==> config.mk <==
export PLATFORM = sky130hd
export DESIGN_NAME = lmv_top
export DESIGN_NICKNAME = d
export VERILOG_FILES = /design/src/hdl/lmv_top.v /design/src/hdl/lmv_cfg_mem.v
export VERILOG_INCLUDE_DIRS = /design/src /design/src/hdl
export SDC_FILE = /design/constraint.sdc
export NUM_CORES = 2
export LEC_CHECK = 0
export BUFFER_PORTS_ARGS = -buffer_cell sky130_fd_sc_hd__clkbuf_2
export CAP_MARGIN = 15
export CORE_UTILIZATION = 40
export CTS_CLUSTER_SIZE = 20
export DETAILED_ROUTE_END_ITERATION = 8
export PLACE_DENSITY = 0.63
export SLEW_MARGIN = 20
export SYNTH_ARGS = -nofsm -noshare
export SYNTH_HDL_FRONTEND = slang
export SYNTH_HIERARCHICAL = 1
export SYNTH_SLANG_ARGS = --single-unit
==> constraint.sdc <==
create_clock -name i_sys_clk -period 17 [get_ports i_sys_clk]
set_input_delay 4.25 -clock i_sys_clk [delete_from_list [all_inputs] [get_ports i_sys_clk]]
set_output_delay 4.25 -clock i_sys_clk [all_outputs]
set_load 0.05 [all_outputs]
==> src/hdl/lmv_regs.vh <==
// Register map, field layout and timing constants of the limit value monitor
`ifndef LMV_REGS_VH
`define LMV_REGS_VH

`define LMV_CLK_PERIOD_NS  10
`define LMV_TICK_NS        1000000
`define LMV_TICK_CYCLES    (`LMV_TICK_NS / `LMV_CLK_PERIOD_NS)

`define LMV_ADR_STATUS     12'h000
`define LMV_ADR_IRQ_EN     12'h004
`define LMV_ADR_IRQ_CLR    12'h008
`define LMV_ADR_RELAY      12'h00C
`define LMV_CFG_PAGE       4'h1

`define LMV_FLD_CTRL       3'h0
`define LMV_FLD_LIM_LO     3'h1
`define LMV_FLD_LIM_HI     3'h2
`define LMV_FLD_HYST       3'h3
`define LMV_FLD_ON_DLY     3'h4
`define LMV_FLD_OFF_DLY    3'h5
`define LMV_FLD_LAST       3'h5
`define LMV_FLD_EVAL       3'h6

`define LMV_CTRL_EN        0
`define LMV_CTRL_MODE_LSB  1
`define LMV_CTRL_CLEAN_LSB 4
`define LMV_CTRL_KIND_LSB  8
`define LMV_CTRL_IDX_LSB   11
`define LMV_CTRL_PART_LSB  14
`define LMV_CTRL_RESET     16'h0000

`define LMV_MODE_ABOVE     3'h0
`define LMV_MODE_BELOW     3'h1
`define LMV_MODE_INSIDE    3'h2
`define LMV_MODE_OUTSIDE   3'h3
`define LMV_MODE_RATE      3'h4

`define LMV_SRC_NONE       3'h0
`define LMV_SRC_SENSOR     3'h1
`define LMV_SRC_BINARY     3'h2
`define LMV_SRC_CTRL       3'h3
`define LMV_SRC_FBUS       3'h4
`define LMV_SRC_MATH       3'h5
`define LMV_SRC_RANGESET   3'h6

`define LMV_PART_BIPOLAR   2'h0
`define LMV_PART_UNI_POS   2'h1
`define LMV_PART_UNI_NEG   2'h2

`define LMV_STATUS_RESET   16'h0000
`define LMV_IRQ_EN_RESET   16'h0000

`endif

==> src/hdl/lmv_top.v <==
// Eight-instance limit value monitor with a classic Wishbone register slave
//
// Added by the designer: register access over Wishbone and the placing of the registers.
`timescale 1ns/1ns
`include "lmv_regs.vh"
module lmv_top #(
   parameter TICK_CYCLES = `LMV_TICK_CYCLES
) (
   input  wire         i_sys_clk,
   input  wire         i_rst,
   input  wire         i_wb_cyc,
   input  wire         i_wb_stb,
   input  wire         i_wb_we,
   input  wire [11:0]  i_wb_adr,
   input  wire [3:0]   i_wb_sel,
   input  wire [31:0]  i_wb_dat,
   output reg  [31:0]  o_wb_dat,
   output reg          o_wb_ack,
   input  wire [127:0] i_sensor_vals,
   input  wire [7:0]   i_binary_vals,
   input  wire [31:0]  i_ctrl_mv,
   input  wire [1:0]   i_ctrl_is_current,
   input  wire [63:0]  i_fbus_vals,
   input  wire [127:0] i_math_vals,
   input  wire [31:0]  i_mrs_vals,
   output wire [7:0]   o_relay,
   output reg  [3:0]   o_clean_start,
   output wire         o_irq
);
   // Picks the monitored value for one instance from its control word
   function [15:0] pick_value;
      input [15:0]  ctl;
      input [127:0] sens;
      input [7:0]   bin;
      input [31:0]  mv;
      input [1:0]   is_cur;
      input [63:0]  fbus;
      input [127:0] math;
      input [31:0]  mrs;
      reg   [2:0]   idx;
      reg   [15:0]  c_mv;
      begin
         idx  = ctl[`LMV_CTRL_IDX_LSB +: 3];
         c_mv = mv[idx[0]*16 +: 16];
         pick_value = 16'h0000;
         case (ctl[`LMV_CTRL_KIND_LSB +: 3])
            `LMV_SRC_SENSOR:   pick_value = sens[idx*16 +: 16];
            `LMV_SRC_BINARY:   pick_value = {15'h0000, bin[idx]};
            `LMV_SRC_CTRL: begin
               case (ctl[`LMV_CTRL_PART_LSB +: 2])
                  `LMV_PART_BIPOLAR:
                     pick_value = is_cur[idx[0]] ? c_mv : 16'h0000;
                  `LMV_PART_UNI_POS:
                     pick_value = c_mv[15] ? 16'h0000 : c_mv;
                  `LMV_PART_UNI_NEG:
                     pick_value = c_mv[15] ? (16'h0000 - c_mv) : 16'h0000;
                  default: pick_value = 16'h0000;
               endcase
            end
            `LMV_SRC_FBUS:     pick_value = fbus[idx[1:0]*16 +: 16];
            `LMV_SRC_MATH:     pick_value = math[idx*16 +: 16];
            `LMV_SRC_RANGESET: pick_value = mrs[idx[0]*16 +: 16];
            default:           pick_value = 16'h0000;
         endcase
      end
   endfunction

   // Bus handshake: address phase, then ack with data one cycle later
   reg         phase_reg;
   reg  [15:0] status_reg;
   reg  [15:0] irq_en_reg;
   wire        mem_busy;
   wire [15:0] bus_rdata;
   wire        req      = i_wb_cyc & i_wb_stb;
   wire        do_acc   = req & phase_reg & ~o_wb_ack;
   wire        is_cfg   = (i_wb_adr[11:8] == `LMV_CFG_PAGE) &&
                          (i_wb_adr[4:2] <= `LMV_FLD_LAST);
   wire [5:0]  bus_word = {i_wb_adr[7:5], i_wb_adr[4:2]};
   wire [15:0] wr_merge = {i_wb_sel[1] ? i_wb_dat[15:8] : bus_rdata[15:8],
                           i_wb_sel[0] ? i_wb_dat[7:0]  : bus_rdata[7:0]};
   wire        cfg_we   = do_acc & i_wb_we & is_cfg;
   wire        clr_we   = do_acc & i_wb_we & (i_wb_adr == `LMV_ADR_IRQ_CLR);
   wire [15:0] clr_mask = clr_we ? {i_wb_sel[1] ? i_wb_dat[15:8] : 8'h00,
                                    i_wb_sel[0] ? i_wb_dat[7:0]  : 8'h00} : 16'h0000;

   // Scan sequencer: one memory word per cycle, evaluation in slot six
   reg  [5:0]  scan_reg;
   reg  [5:0]  scan_d_reg;
   reg         scan_ok_reg;
   wire [15:0] scan_rdata;
   reg  [15:0] ctl_reg;
   reg  [15:0] lo_reg;
   reg  [15:0] hi_reg;
   reg  [15:0] hyst_reg;
   reg  [15:0] on_dly_reg;
   reg  [15:0] off_dly_reg;

   lmv_cfg_mem u_mem (
      .i_sys_clk (i_sys_clk),
      .i_rst     (i_rst),
      .i_we      (cfg_we),
      .i_waddr   (bus_word),
      .i_wdata   (wr_merge),
      .i_raddr_a (bus_word),
      .o_rdata_a (bus_rdata),
      .i_raddr_b (scan_reg),
      .o_rdata_b (scan_rdata),
      .o_busy    (mem_busy)
   );

   always @(posedge i_sys_clk) begin
      if (i_rst) begin
         phase_reg <= 1'b0;
         o_wb_ack  <= 1'b0;
         o_wb_dat  <= 32'h00000000;
      end else begin
         // Hold off the bus until the memory has cleared itself
         phase_reg <= req & ~phase_reg & ~o_wb_ack & ~mem_busy;
         o_wb_ack  <= do_acc;
         if (do_acc) begin
            if (i_wb_we)
               o_wb_dat <= 32'h00000000;
            else if (is_cfg)
               o_wb_dat <= {16'h0000, bus_rdata};
            else if (i_wb_adr == `LMV_ADR_STATUS)
               o_wb_dat <= {16'h0000, status_reg};
            else if (i_wb_adr == `LMV_ADR_IRQ_EN)
               o_wb_dat <= {16'h0000, irq_en_reg};
            else if (i_wb_adr == `LMV_ADR_RELAY)
               o_wb_dat <= {24'h000000, o_relay};
            else
               o_wb_dat <= 32'h00000000;
         end
      end
   end

   always @(posedge i_sys_clk) begin
      if (i_rst) begin
         scan_reg    <= 6'h00;
         scan_d_reg  <= 6'h00;
         scan_ok_reg <= 1'b0;
      end else begin
         scan_reg    <= scan_reg + 6'h01;
         scan_d_reg  <= scan_reg;
         scan_ok_reg <= ~mem_busy;
      end
   end

   always @(posedge i_sys_clk) begin
      if (i_rst) begin
         ctl_reg     <= `LMV_CTRL_RESET;
         lo_reg      <= 16'h0000;
         hi_reg      <= 16'h0000;
         hyst_reg    <= 16'h0000;
         on_dly_reg  <= 16'h0000;
         off_dly_reg <= 16'h0000;
      end else begin
         case (scan_d_reg[2:0])
            `LMV_FLD_CTRL:    ctl_reg     <= scan_rdata;
            `LMV_FLD_LIM_LO:  lo_reg      <= scan_rdata;
            `LMV_FLD_LIM_HI:  hi_reg      <= scan_rdata;
            `LMV_FLD_HYST:    hyst_reg    <= scan_rdata;
            `LMV_FLD_ON_DLY:  on_dly_reg  <= scan_rdata;
            `LMV_FLD_OFF_DLY: off_dly_reg <= scan_rdata;
            default:          ctl_reg     <= ctl_reg;
         endcase
      end
   end

   // Time base for the delays; a tick is remembered until its slot is seen
   reg  [31:0] tick_cnt_reg;
   wire        tick = (tick_cnt_reg == TICK_CYCLES - 1);
   always @(posedge i_sys_clk) begin
      if (i_rst | tick)
         tick_cnt_reg <= 32'h00000000;
      else
         tick_cnt_reg <= tick_cnt_reg + 32'h00000001;
   end

   wire        eval = scan_ok_reg & (scan_d_reg[2:0] == `LMV_FLD_EVAL);
   wire [2:0]  inst = scan_d_reg[5:3];
   reg  [7:0]  relay_reg;
   reg  [7:0]  tpend_reg;
   reg  [15:0] tmr_reg  [0:7];
   reg  [15:0] prev_reg [0:7];
   wire [15:0] value    = pick_value(ctl_reg, i_sensor_vals, i_binary_vals, i_ctrl_mv,
                                     i_ctrl_is_current, i_fbus_vals, i_math_vals, i_mrs_vals);
   wire        en       = ctl_reg[`LMV_CTRL_EN];
   wire [2:0]  mode     = ctl_reg[`LMV_CTRL_MODE_LSB +: 3];
   wire [2:0]  clean    = ctl_reg[`LMV_CTRL_CLEAN_LSB +: 3];

   reg signed [17:0] v;
   reg signed [17:0] d;
   reg signed [17:0] lo_up;
   reg signed [17:0] lo_dn;
   reg signed [17:0] hi_up;
   reg signed [17:0] hi_dn;
   reg               on_c;
   reg               off_c;

   always @* begin
      v     = {{2{value[15]}}, value};
      lo_up = {{2{lo_reg[15]}}, lo_reg} + {{2{hyst_reg[15]}}, hyst_reg};
      lo_dn = {{2{lo_reg[15]}}, lo_reg} - {{2{hyst_reg[15]}}, hyst_reg};
      hi_up = {{2{hi_reg[15]}}, hi_reg} + {{2{hyst_reg[15]}}, hyst_reg};
      hi_dn = {{2{hi_reg[15]}}, hi_reg} - {{2{hyst_reg[15]}}, hyst_reg};
      d     = v - {{2{prev_reg[inst][15]}}, prev_reg[inst]};
      if (d < 0)
         d = 18'sd0 - d;
      on_c  = 1'b0;
      off_c = 1'b0;
      case (mode)
         `LMV_MODE_ABOVE: begin
            on_c  = v > lo_up;
            off_c = v < lo_dn;
         end
         `LMV_MODE_BELOW: begin
            on_c  = v < lo_dn;
            off_c = v > lo_up;
         end
         `LMV_MODE_INSIDE: begin
            on_c  = (v > lo_up) && (v < hi_dn);
            off_c = (v < lo_dn) || (v > hi_up);
         end
         `LMV_MODE_OUTSIDE: begin
            on_c  = (v < lo_dn) || (v > hi_up);
            off_c = (v > lo_up) && (v < hi_dn);
         end
         // Rate is the step per scan pass, about 640 ns
         `LMV_MODE_RATE: begin
            on_c  = d > lo_up;
            off_c = d < lo_dn;
         end
         // Unknown codes behave as the reset mode
         default: begin
            on_c  = v > lo_up;
            off_c = v < lo_dn;
         end
      endcase
   end

   wire close_ev = eval & en & ~relay_reg[inst] & on_c & (tmr_reg[inst] >= on_dly_reg);
   wire open_ev  = eval & en & relay_reg[inst] & off_c & (tmr_reg[inst] >= off_dly_reg);

   genvar g;
   generate
      for (g = 0; g < 8; g = g + 1) begin : g_inst
         wire here = eval & (inst == g);
         always @(posedge i_sys_clk) begin
            if (i_rst) begin
               relay_reg[g] <= 1'b0;
               tpend_reg[g] <= 1'b0;
               tmr_reg[g]   <= 16'h0000;
               prev_reg[g]  <= 16'h0000;
            end else begin
               // A tick in the consuming cycle is kept for the next pass
               tpend_reg[g] <= tick | (tpend_reg[g] & ~here);
               if (here) begin
                  prev_reg[g] <= value;
                  if (!en) begin
                     relay_reg[g] <= 1'b0;
                     tmr_reg[g]   <= 16'h0000;
                  end else if (close_ev | open_ev) begin
                     relay_reg[g] <= close_ev;
                     tmr_reg[g]   <= 16'h0000;
                  end else if (relay_reg[g] ? off_c : on_c) begin
                     if (tpend_reg[g] && tmr_reg[g] != 16'hFFFF)
                        tmr_reg[g] <= tmr_reg[g] + 16'h0001;
                  end else begin
                     tmr_reg[g] <= 16'h0000;
                  end
               end
            end
         end
      end
   endgenerate

   assign o_relay = relay_reg;

   always @(posedge i_sys_clk) begin
      if (i_rst)
         o_clean_start <= 4'h0;
      else if (close_ev && clean != 3'h0 && clean <= 3'h4)
         o_clean_start <= 4'h1 << (clean - 3'h1);
      else
         o_clean_start <= 4'h0;
   end

   // Sticky events: low byte closed, high byte opened; set beats clear
   wire [15:0] set_mask = ({8'h00, {7'h00, close_ev} << inst}) |
                          ({{7'h00, open_ev} << inst, 8'h00});
   always @(posedge i_sys_clk) begin
      if (i_rst) begin
         status_reg <= `LMV_STATUS_RESET;
         irq_en_reg <= `LMV_IRQ_EN_RESET;
      end else begin
         status_reg <= (status_reg & ~clr_mask) | set_mask;
         if (do_acc && i_wb_we && i_wb_adr == `LMV_ADR_IRQ_EN)
            irq_en_reg <= {i_wb_sel[1] ? i_wb_dat[15:8] : irq_en_reg[15:8],
                           i_wb_sel[0] ? i_wb_dat[7:0]  : irq_en_reg[7:0]};
      end
   end

   assign o_irq = |(status_reg & irq_en_reg);
endmodule // lmv_top

==> src/hdl/lmv_cfg_mem.v <==
// Configuration memory: 64 words, one write port, two registered read ports
`timescale 1ns/1ns
`include "lmv_regs.vh"
module lmv_cfg_mem (
   input  wire        i_sys_clk,
   input  wire        i_rst,
   input  wire        i_we,
   input  wire [5:0]  i_waddr,
   input  wire [15:0] i_wdata,
   input  wire [5:0]  i_raddr_a,
   output reg  [15:0] o_rdata_a,
   input  wire [5:0]  i_raddr_b,
   output reg  [15:0] o_rdata_b,
   output wire        o_busy
);
   reg [15:0] mem_reg [0:63];
   reg [5:0]  init_ptr_reg;
   reg        busy_reg;

   assign o_busy = busy_reg;

   // Walk all words after reset so every instance starts disabled
   always @(posedge i_sys_clk) begin
      if (i_rst) begin
         busy_reg     <= 1'b1;
         init_ptr_reg <= 6'h00;
      end else if (busy_reg) begin
         init_ptr_reg <= init_ptr_reg + 6'h01;
         if (init_ptr_reg == 6'h3F)
            busy_reg <= 1'b0;
      end
   end

   always @(posedge i_sys_clk) begin
      if (busy_reg)
         mem_reg[init_ptr_reg] <= `LMV_CTRL_RESET;
      else if (i_we)
         mem_reg[i_waddr] <= i_wdata;
      o_rdata_a <= mem_reg[i_raddr_a];
      o_rdata_b <= mem_reg[i_raddr_b];
   end
endmodule // lmv_cfg_mem

After elaboration in Yosys (flattened, before gate mapping)
Memories as Yosys holds them, arrays and structs flattened. A register that Yosys moved wholly into a read port is not among the register bits.
Index checks and enable logic that the tools add are counted.
W data, S select, Z words.
Cells by class
  add/sub/neg operators: 19
  order comparisons: 14
  equality and inequality tests: 40
  shift-type cells: 8
  mux-type cells: 267
  bitwise logic cells: 101
  reductions and logical operators: 33
Operator list (number)
  $mux W16: 48
  $shiftx A128 B8 Y16: 2
  $mux W1: 203
  $add A16 B1 Y16 const B: 8
  $ne A16 B16 Y1 const B: 8
  $pmux W16 S6: 1
  $shiftx A32 B6 Y16: 2
  $shiftx A64 B7 Y16: 1
  $sub A16 B16 Y17: 3
  $or A1 B1 Y1: 50
  $pmux W16 S3: 1
  $mux W8: 5
  $add A16 B16 Y17: 2
  $gt A16 B17 Y1: 2
  $lt A16 B17 Y1: 2
  $and A1 B1 Y1: 33
  $eq A3 B3 Y1 const B: 11
  $add A32 B1 Y32 const B: 1
  $and A16 B16 Y16: 2
  $eq A32 B17 Y1 const B: 1
  $ge A16 B16 Y1: 2
  $reduce_or A16 Y1: 2
  $eq A12 B4 Y1 const B: 2
  $eq A3 B2 Y1 const B: 8
  37 further kinds: 82
Word-level totals
  flip-flop bits (word level): 234
  memory bits (writable): 1280
  input bits: 447
  memories: 3
Memory list
  u_mem.mem_reg: depth 64, width 16, read ports 2, clocked after Yosys merged registers in 2, write ports 1, RTL line lmv_cfg_mem.v:16  | reg [15:0] mem_reg [0:63];
  prev_reg: depth 8, width 16, read ports 1, clocked after Yosys merged registers in 1, write ports 8, RTL line lmv_top.v:185  | reg [15:0] prev_reg [0:7];
  tmr_reg: depth 8, width 16, read ports 9, clocked after Yosys merged registers in 1, write ports 8, RTL line lmv_top.v:184  | reg [15:0] tmr_reg [0:7];

Depth between registers and ports, before layout
  depth in word-level cells: 21
  gate-level depth with buffers: 41

Cells and area by module
The synthesis kept the hierarchy.
Modules (own cells, without submodules)
  lmv_cfg_mem: times used 1, cells an instance 2451, area each 48270.0 µm², seq. area each 31530.2 µm²
  lmv_top: times used 1, cells an instance 3338, area each 32725.1 µm², seq. area each 11891.4 µm²

Worst setup path before layout
Ideal clock, no wire load.
  path type: input-to-reg
  start point: input port i_ctrl_mv[31]
  end point: memory tmr_reg[7][0] (enable)
  setup time: 0.396 ns
  arrival time: 12.730 ns
  data required time: 16.604 ns
  setup slack: 3.874 ns
  stages: 36
  cells stage by stage: inv_1 mux4_2 nand2b_1 clkbuf_1 o22ai_1 a221oi_1 inv_1 ha_1 o21a_1 o31a_1 o41a_1 or2_2 a211oi_1 nand3_1 nor3b_2 nand4b_1 buf_2 inv_1 ha_1 clkbuf_1 clkbuf_1 a211oi_1 xnor2_1 ha_1 and4_1 nand2_1 a31o_2 a21oi_1 or4_1 o211ai_2 a221oi_4 a21bo_1 buf_6 clkbuf_1 nor2_1 mux2i_1
RTL lines
  start, declared: RTL line lmv_top.v:21  | input wire [31:0] i_ctrl_mv,
  end, declared: RTL line lmv_top.v:184

==> summary.md <==
| Metric | Value |
|---|---|
| GRT overflow | 0 |
| Pwr Density | about 100 nW/µm² |
| Synth Instances | slightly below 6000 |
| Drt total wl | 262000 µm |
| Final TNS setup | 0 ns |
| Number of antenna violations at the first check in global routing | 44 |
| Final Max Slew Viols | 0 |
| Sequential area share after synthesis | 53.6% |
| Wire per inst | 28.9 µm |
| Post-CTS Hold Fix Bufs | 0 |
| CP Class | in -> reg |
| Max clock buf depth | 3 |
| Crit path largest cell delay | around 0.67 ns |
| Max VDD drop | between 0.1 and 0.15 mV |
| CP max stage cell | buf_4 |
| Crit path DAT | 14.66 ns |
| Synth Area in XOR/XNOR | ~2.6% |
| Final GP Congestion | roughly 1 |
| Hold crit path type | reg -> reg |
| Port-buffer cells | 458 |
| H-tree depth | 4 |
| Post-synth ARST share | 0% |
| Clock Power Share | around two fifths |
| Minimum clock period | about 14 ns |
| CTS clk-pin slew, worst paths | approximately 0.060 ns |
| GRT Total Usage | ~25% |
| Leakage power | around 30 nW |
| Fin. Hold Viols | 0 |
| Yosys Warn Count | 6 |
| Sw Pwr | 2.60 mW |
| Postcts setup bufs | 0 |
| Post-Syn Area | ~80000 µm² |
| Mux cell area share after synthesis | between 20% and 30% |
| Switching Fraction | 27.7% |
| Post-synth top area share | a little under half |
| Synth Flop Type | edfxtp_1 |
| Maximum number of pins on one net before global-route repair | roughly 110 |
| Complex-gate fraction of the synthesized area | under 10% |
| First-pass GRT wire length | 374000 µm |
| Post-Synth Adder-Cell Area | ~3.7% |
| Max reg flops | between 1000 and 1500 |
| TritonCTS clock tree | yes |
| Final std cells w/o fill | 9051 |
| CP dominant cell by count | nor2_1 |
| Filler cell count in the final layout | around 17000 |
| Slew headroom | approximately 16% |
| #FFs+latches synth | around 1500 |
| Core area | ~200000 µm² |
| Vias in the first global route | 53300 |
| Fin util | approximately 46% |
| Top cells by count, synth | 1280 x edfxtp_1, 663 x mux4_2, 467 x nand2_1 |
| Final Setup Violations | 0 |
| Clock Skew | ~0.06 ns |
| Row count | approximately 160 |
| Fmax | 0.0705 GHz |
| Yosys top cell by area | edfxtp_1 |
| Clk root buf | clkbuf_16 |
| Synth area leaders | edfxtp_1 47%, mux4_2 18%, dfxtp_1 6.2% |
| Worst Slack Setup Final | ~2.8 ns |
| CTS Sinks | 1529 |
| Area delta synth->final | 13.6% |
| DRT iter0 DRCs | 6635 |
| Dpl cells | approximately 8700 |
| Final period util | 83.4% |
| EDFF count, synth | approximately 1300 |
| Layout cell share with drive strength beyond 1 | 26.2% |
| Placed wire-length estimate | between 150000 and 200000 µm |
| Worst Path Required | 17.48 ns |
| Simple-gate share of the synthesized area | a little under a tenth |
| Via/cell ratio | between 6 and 7 |
| Io pins | 493 |
| Starting density of the core | roughly two fifths |
| Setup Slack @ Placement | between 2 and 2.5 ns |
| DRC | 0 |
| CP max FO | 66 |
| Total Die Area | 204000 µm² |
| Largest family of logic cells by synthesized area | multiplexers |
| Die W | between 400 and 500 µm |
| Clock latency at the later pin of the worst-skew pair | between 0.8 and 0.9 ns |
| Synth unique cells | 86 |
| Sequential group share of total power | ~45% |
| Status | finished, final reports clean |
| Critical path capture point type | flip-flop |
| Die height | roughly 450 µm |
| Drt pass-1 iters | 9 |
| ANT nets after route | 0 |
| Vias | roughly 55000 |
| Comb pwr share | between 10% and 20% |
| Nets@finish | slightly below 7000 |
| Slew @ Worst Pin | approximately 1.3 ns |
| RSZ-0062 raised after global routing | false |
| Cell Int Power | between 6 and 7 mW |
| Post-CTS resize count | 0 |
| Max Cap Violations | 0 |
| Syn_area_per_cell | roughly 14 µm² |
| TritonCTS buffer count | about 170 |
| Top-count cell post-synth | edfxtp_1 |
| Startpoint class of the critical path | input pin |
layer usage:
| layer | vias up | part of all wire [%] | track usage, % | wire, µm |
|---|---|---|---|---|
| met1 | 28300 | 40 | 34.5 | 105000 |
| li1 | 23700 | - | - | - |
| met4 | 16 | 3.9 | 9.52 | 10200 |
| met2 | 2803 | 46 | 37.9 | 119000 |
| met3 | 395 | 11 | 6.54 | 27700 |
| met5 | - | 0.041 | 0.326 | 107 |
path summary, 6_finish.rpt:
check | end | start | slack (ns) | cells after the start
max | tmr_reg[4][3] | i_ctrl_mv[18] | 2.82 | 35
min reg2reg | phase_reg | phase_reg | 0.44 | 1
min | phase_reg | phase_reg | 0.44 | 1
max reg2reg | tmr_reg[4][3] | ctl_reg[8] | 4.55 | 34
worst max-delay path, delay by kind of cell:
| family | cells | cell delay, ns |
|---|---|---|
| xor gates and xnor gates | 1 | 0.13 |
| AOI/OAI and AO/OA | 15 | 5.01 |
| adders and majority gates | 3 | 1.13 |
| buffers and inverters | 5 | 1.27 |
| and+or+nand+nor | 10 | 2.24 |
| muxes | 1 | 0.60 |
per-stage QoR:
stage / hold slack (ns) / power [mW] / area (µm²)
3_5_place_dp: 0.437 / 5.78 / 86400
6_report: 0.441 / 9.38 / 92000
5_1_grt: 0.471 / 9.70 / 92000
4_1_cts: 0.447 / 9.42 / 91900
2_1_floorplan: 0.389 / 5.27 / 81100
3_3_place_gp: 0.425 / 5.75 / 86300
power groups by stage:
stage	clock (mW)	combinational (mW)	sequential [mW]
finish	3.66	1.54	4.19
global route	3.85	1.66	4.20
CTS	3.71	1.52	4.19
detailed placement	0	1.51	4.27
global placement	0	1.49	4.26
floorplan	0	1.05	4.21
layout make-up:
class | instances | area (µm²) | share of cell area [%]
Multi-Input combinational cell | 3758 | 35500 | 38.5
Tap cell | 2656 | 3320 | 3.61
Antenna cell | 33 | 82.6 | 0.0898
Timing Repair Buffer | 620 | 3590 | 3.90
Inverter | 146 | 548 | 0.596
Sequential cell | 1529 | 43400 | 47.2
Clock buffer | 210 | 4480 | 4.87
Clock inverter | 99 | 1070 | 1.17
kinds of logic (layout without fill, tap and decap cells):
group,after synthesis,in the layout
other cells,1,49
compound gates,828,828
fa+ha+maj,235,235
simple gates,1561,1561
flops,1529,1529
buf+inv,517,1075
xor+xnor,238,238
mux,880,880
layout by cell type, fill, tap and decap left out, types with 31 or more instances in the layout:
master and count:
a211oi_1 50, a21oi_1 214, a22oi_1 78, and2_1 110
and3_1 43, buf_4 158, clkbuf_1 32, clkbuf_16 170
clkbuf_2 454, clkinv_1 34, clkinv_2 31, dfxtp_1 242
diode_2 33, edfxtp_1 1280, ha_1 230, inv_1 143
mux2_2 38, mux2i_1 179, mux4_2 663, nand2_1 466
nand3_1 157, nand4_1 44, nor2_1 359, nor2b_1 59
nor3_1 144, o21ai_0 101, o22ai_1 120, xnor2_1 118
xor2_1 120
(Power assumes the default switching activity.)
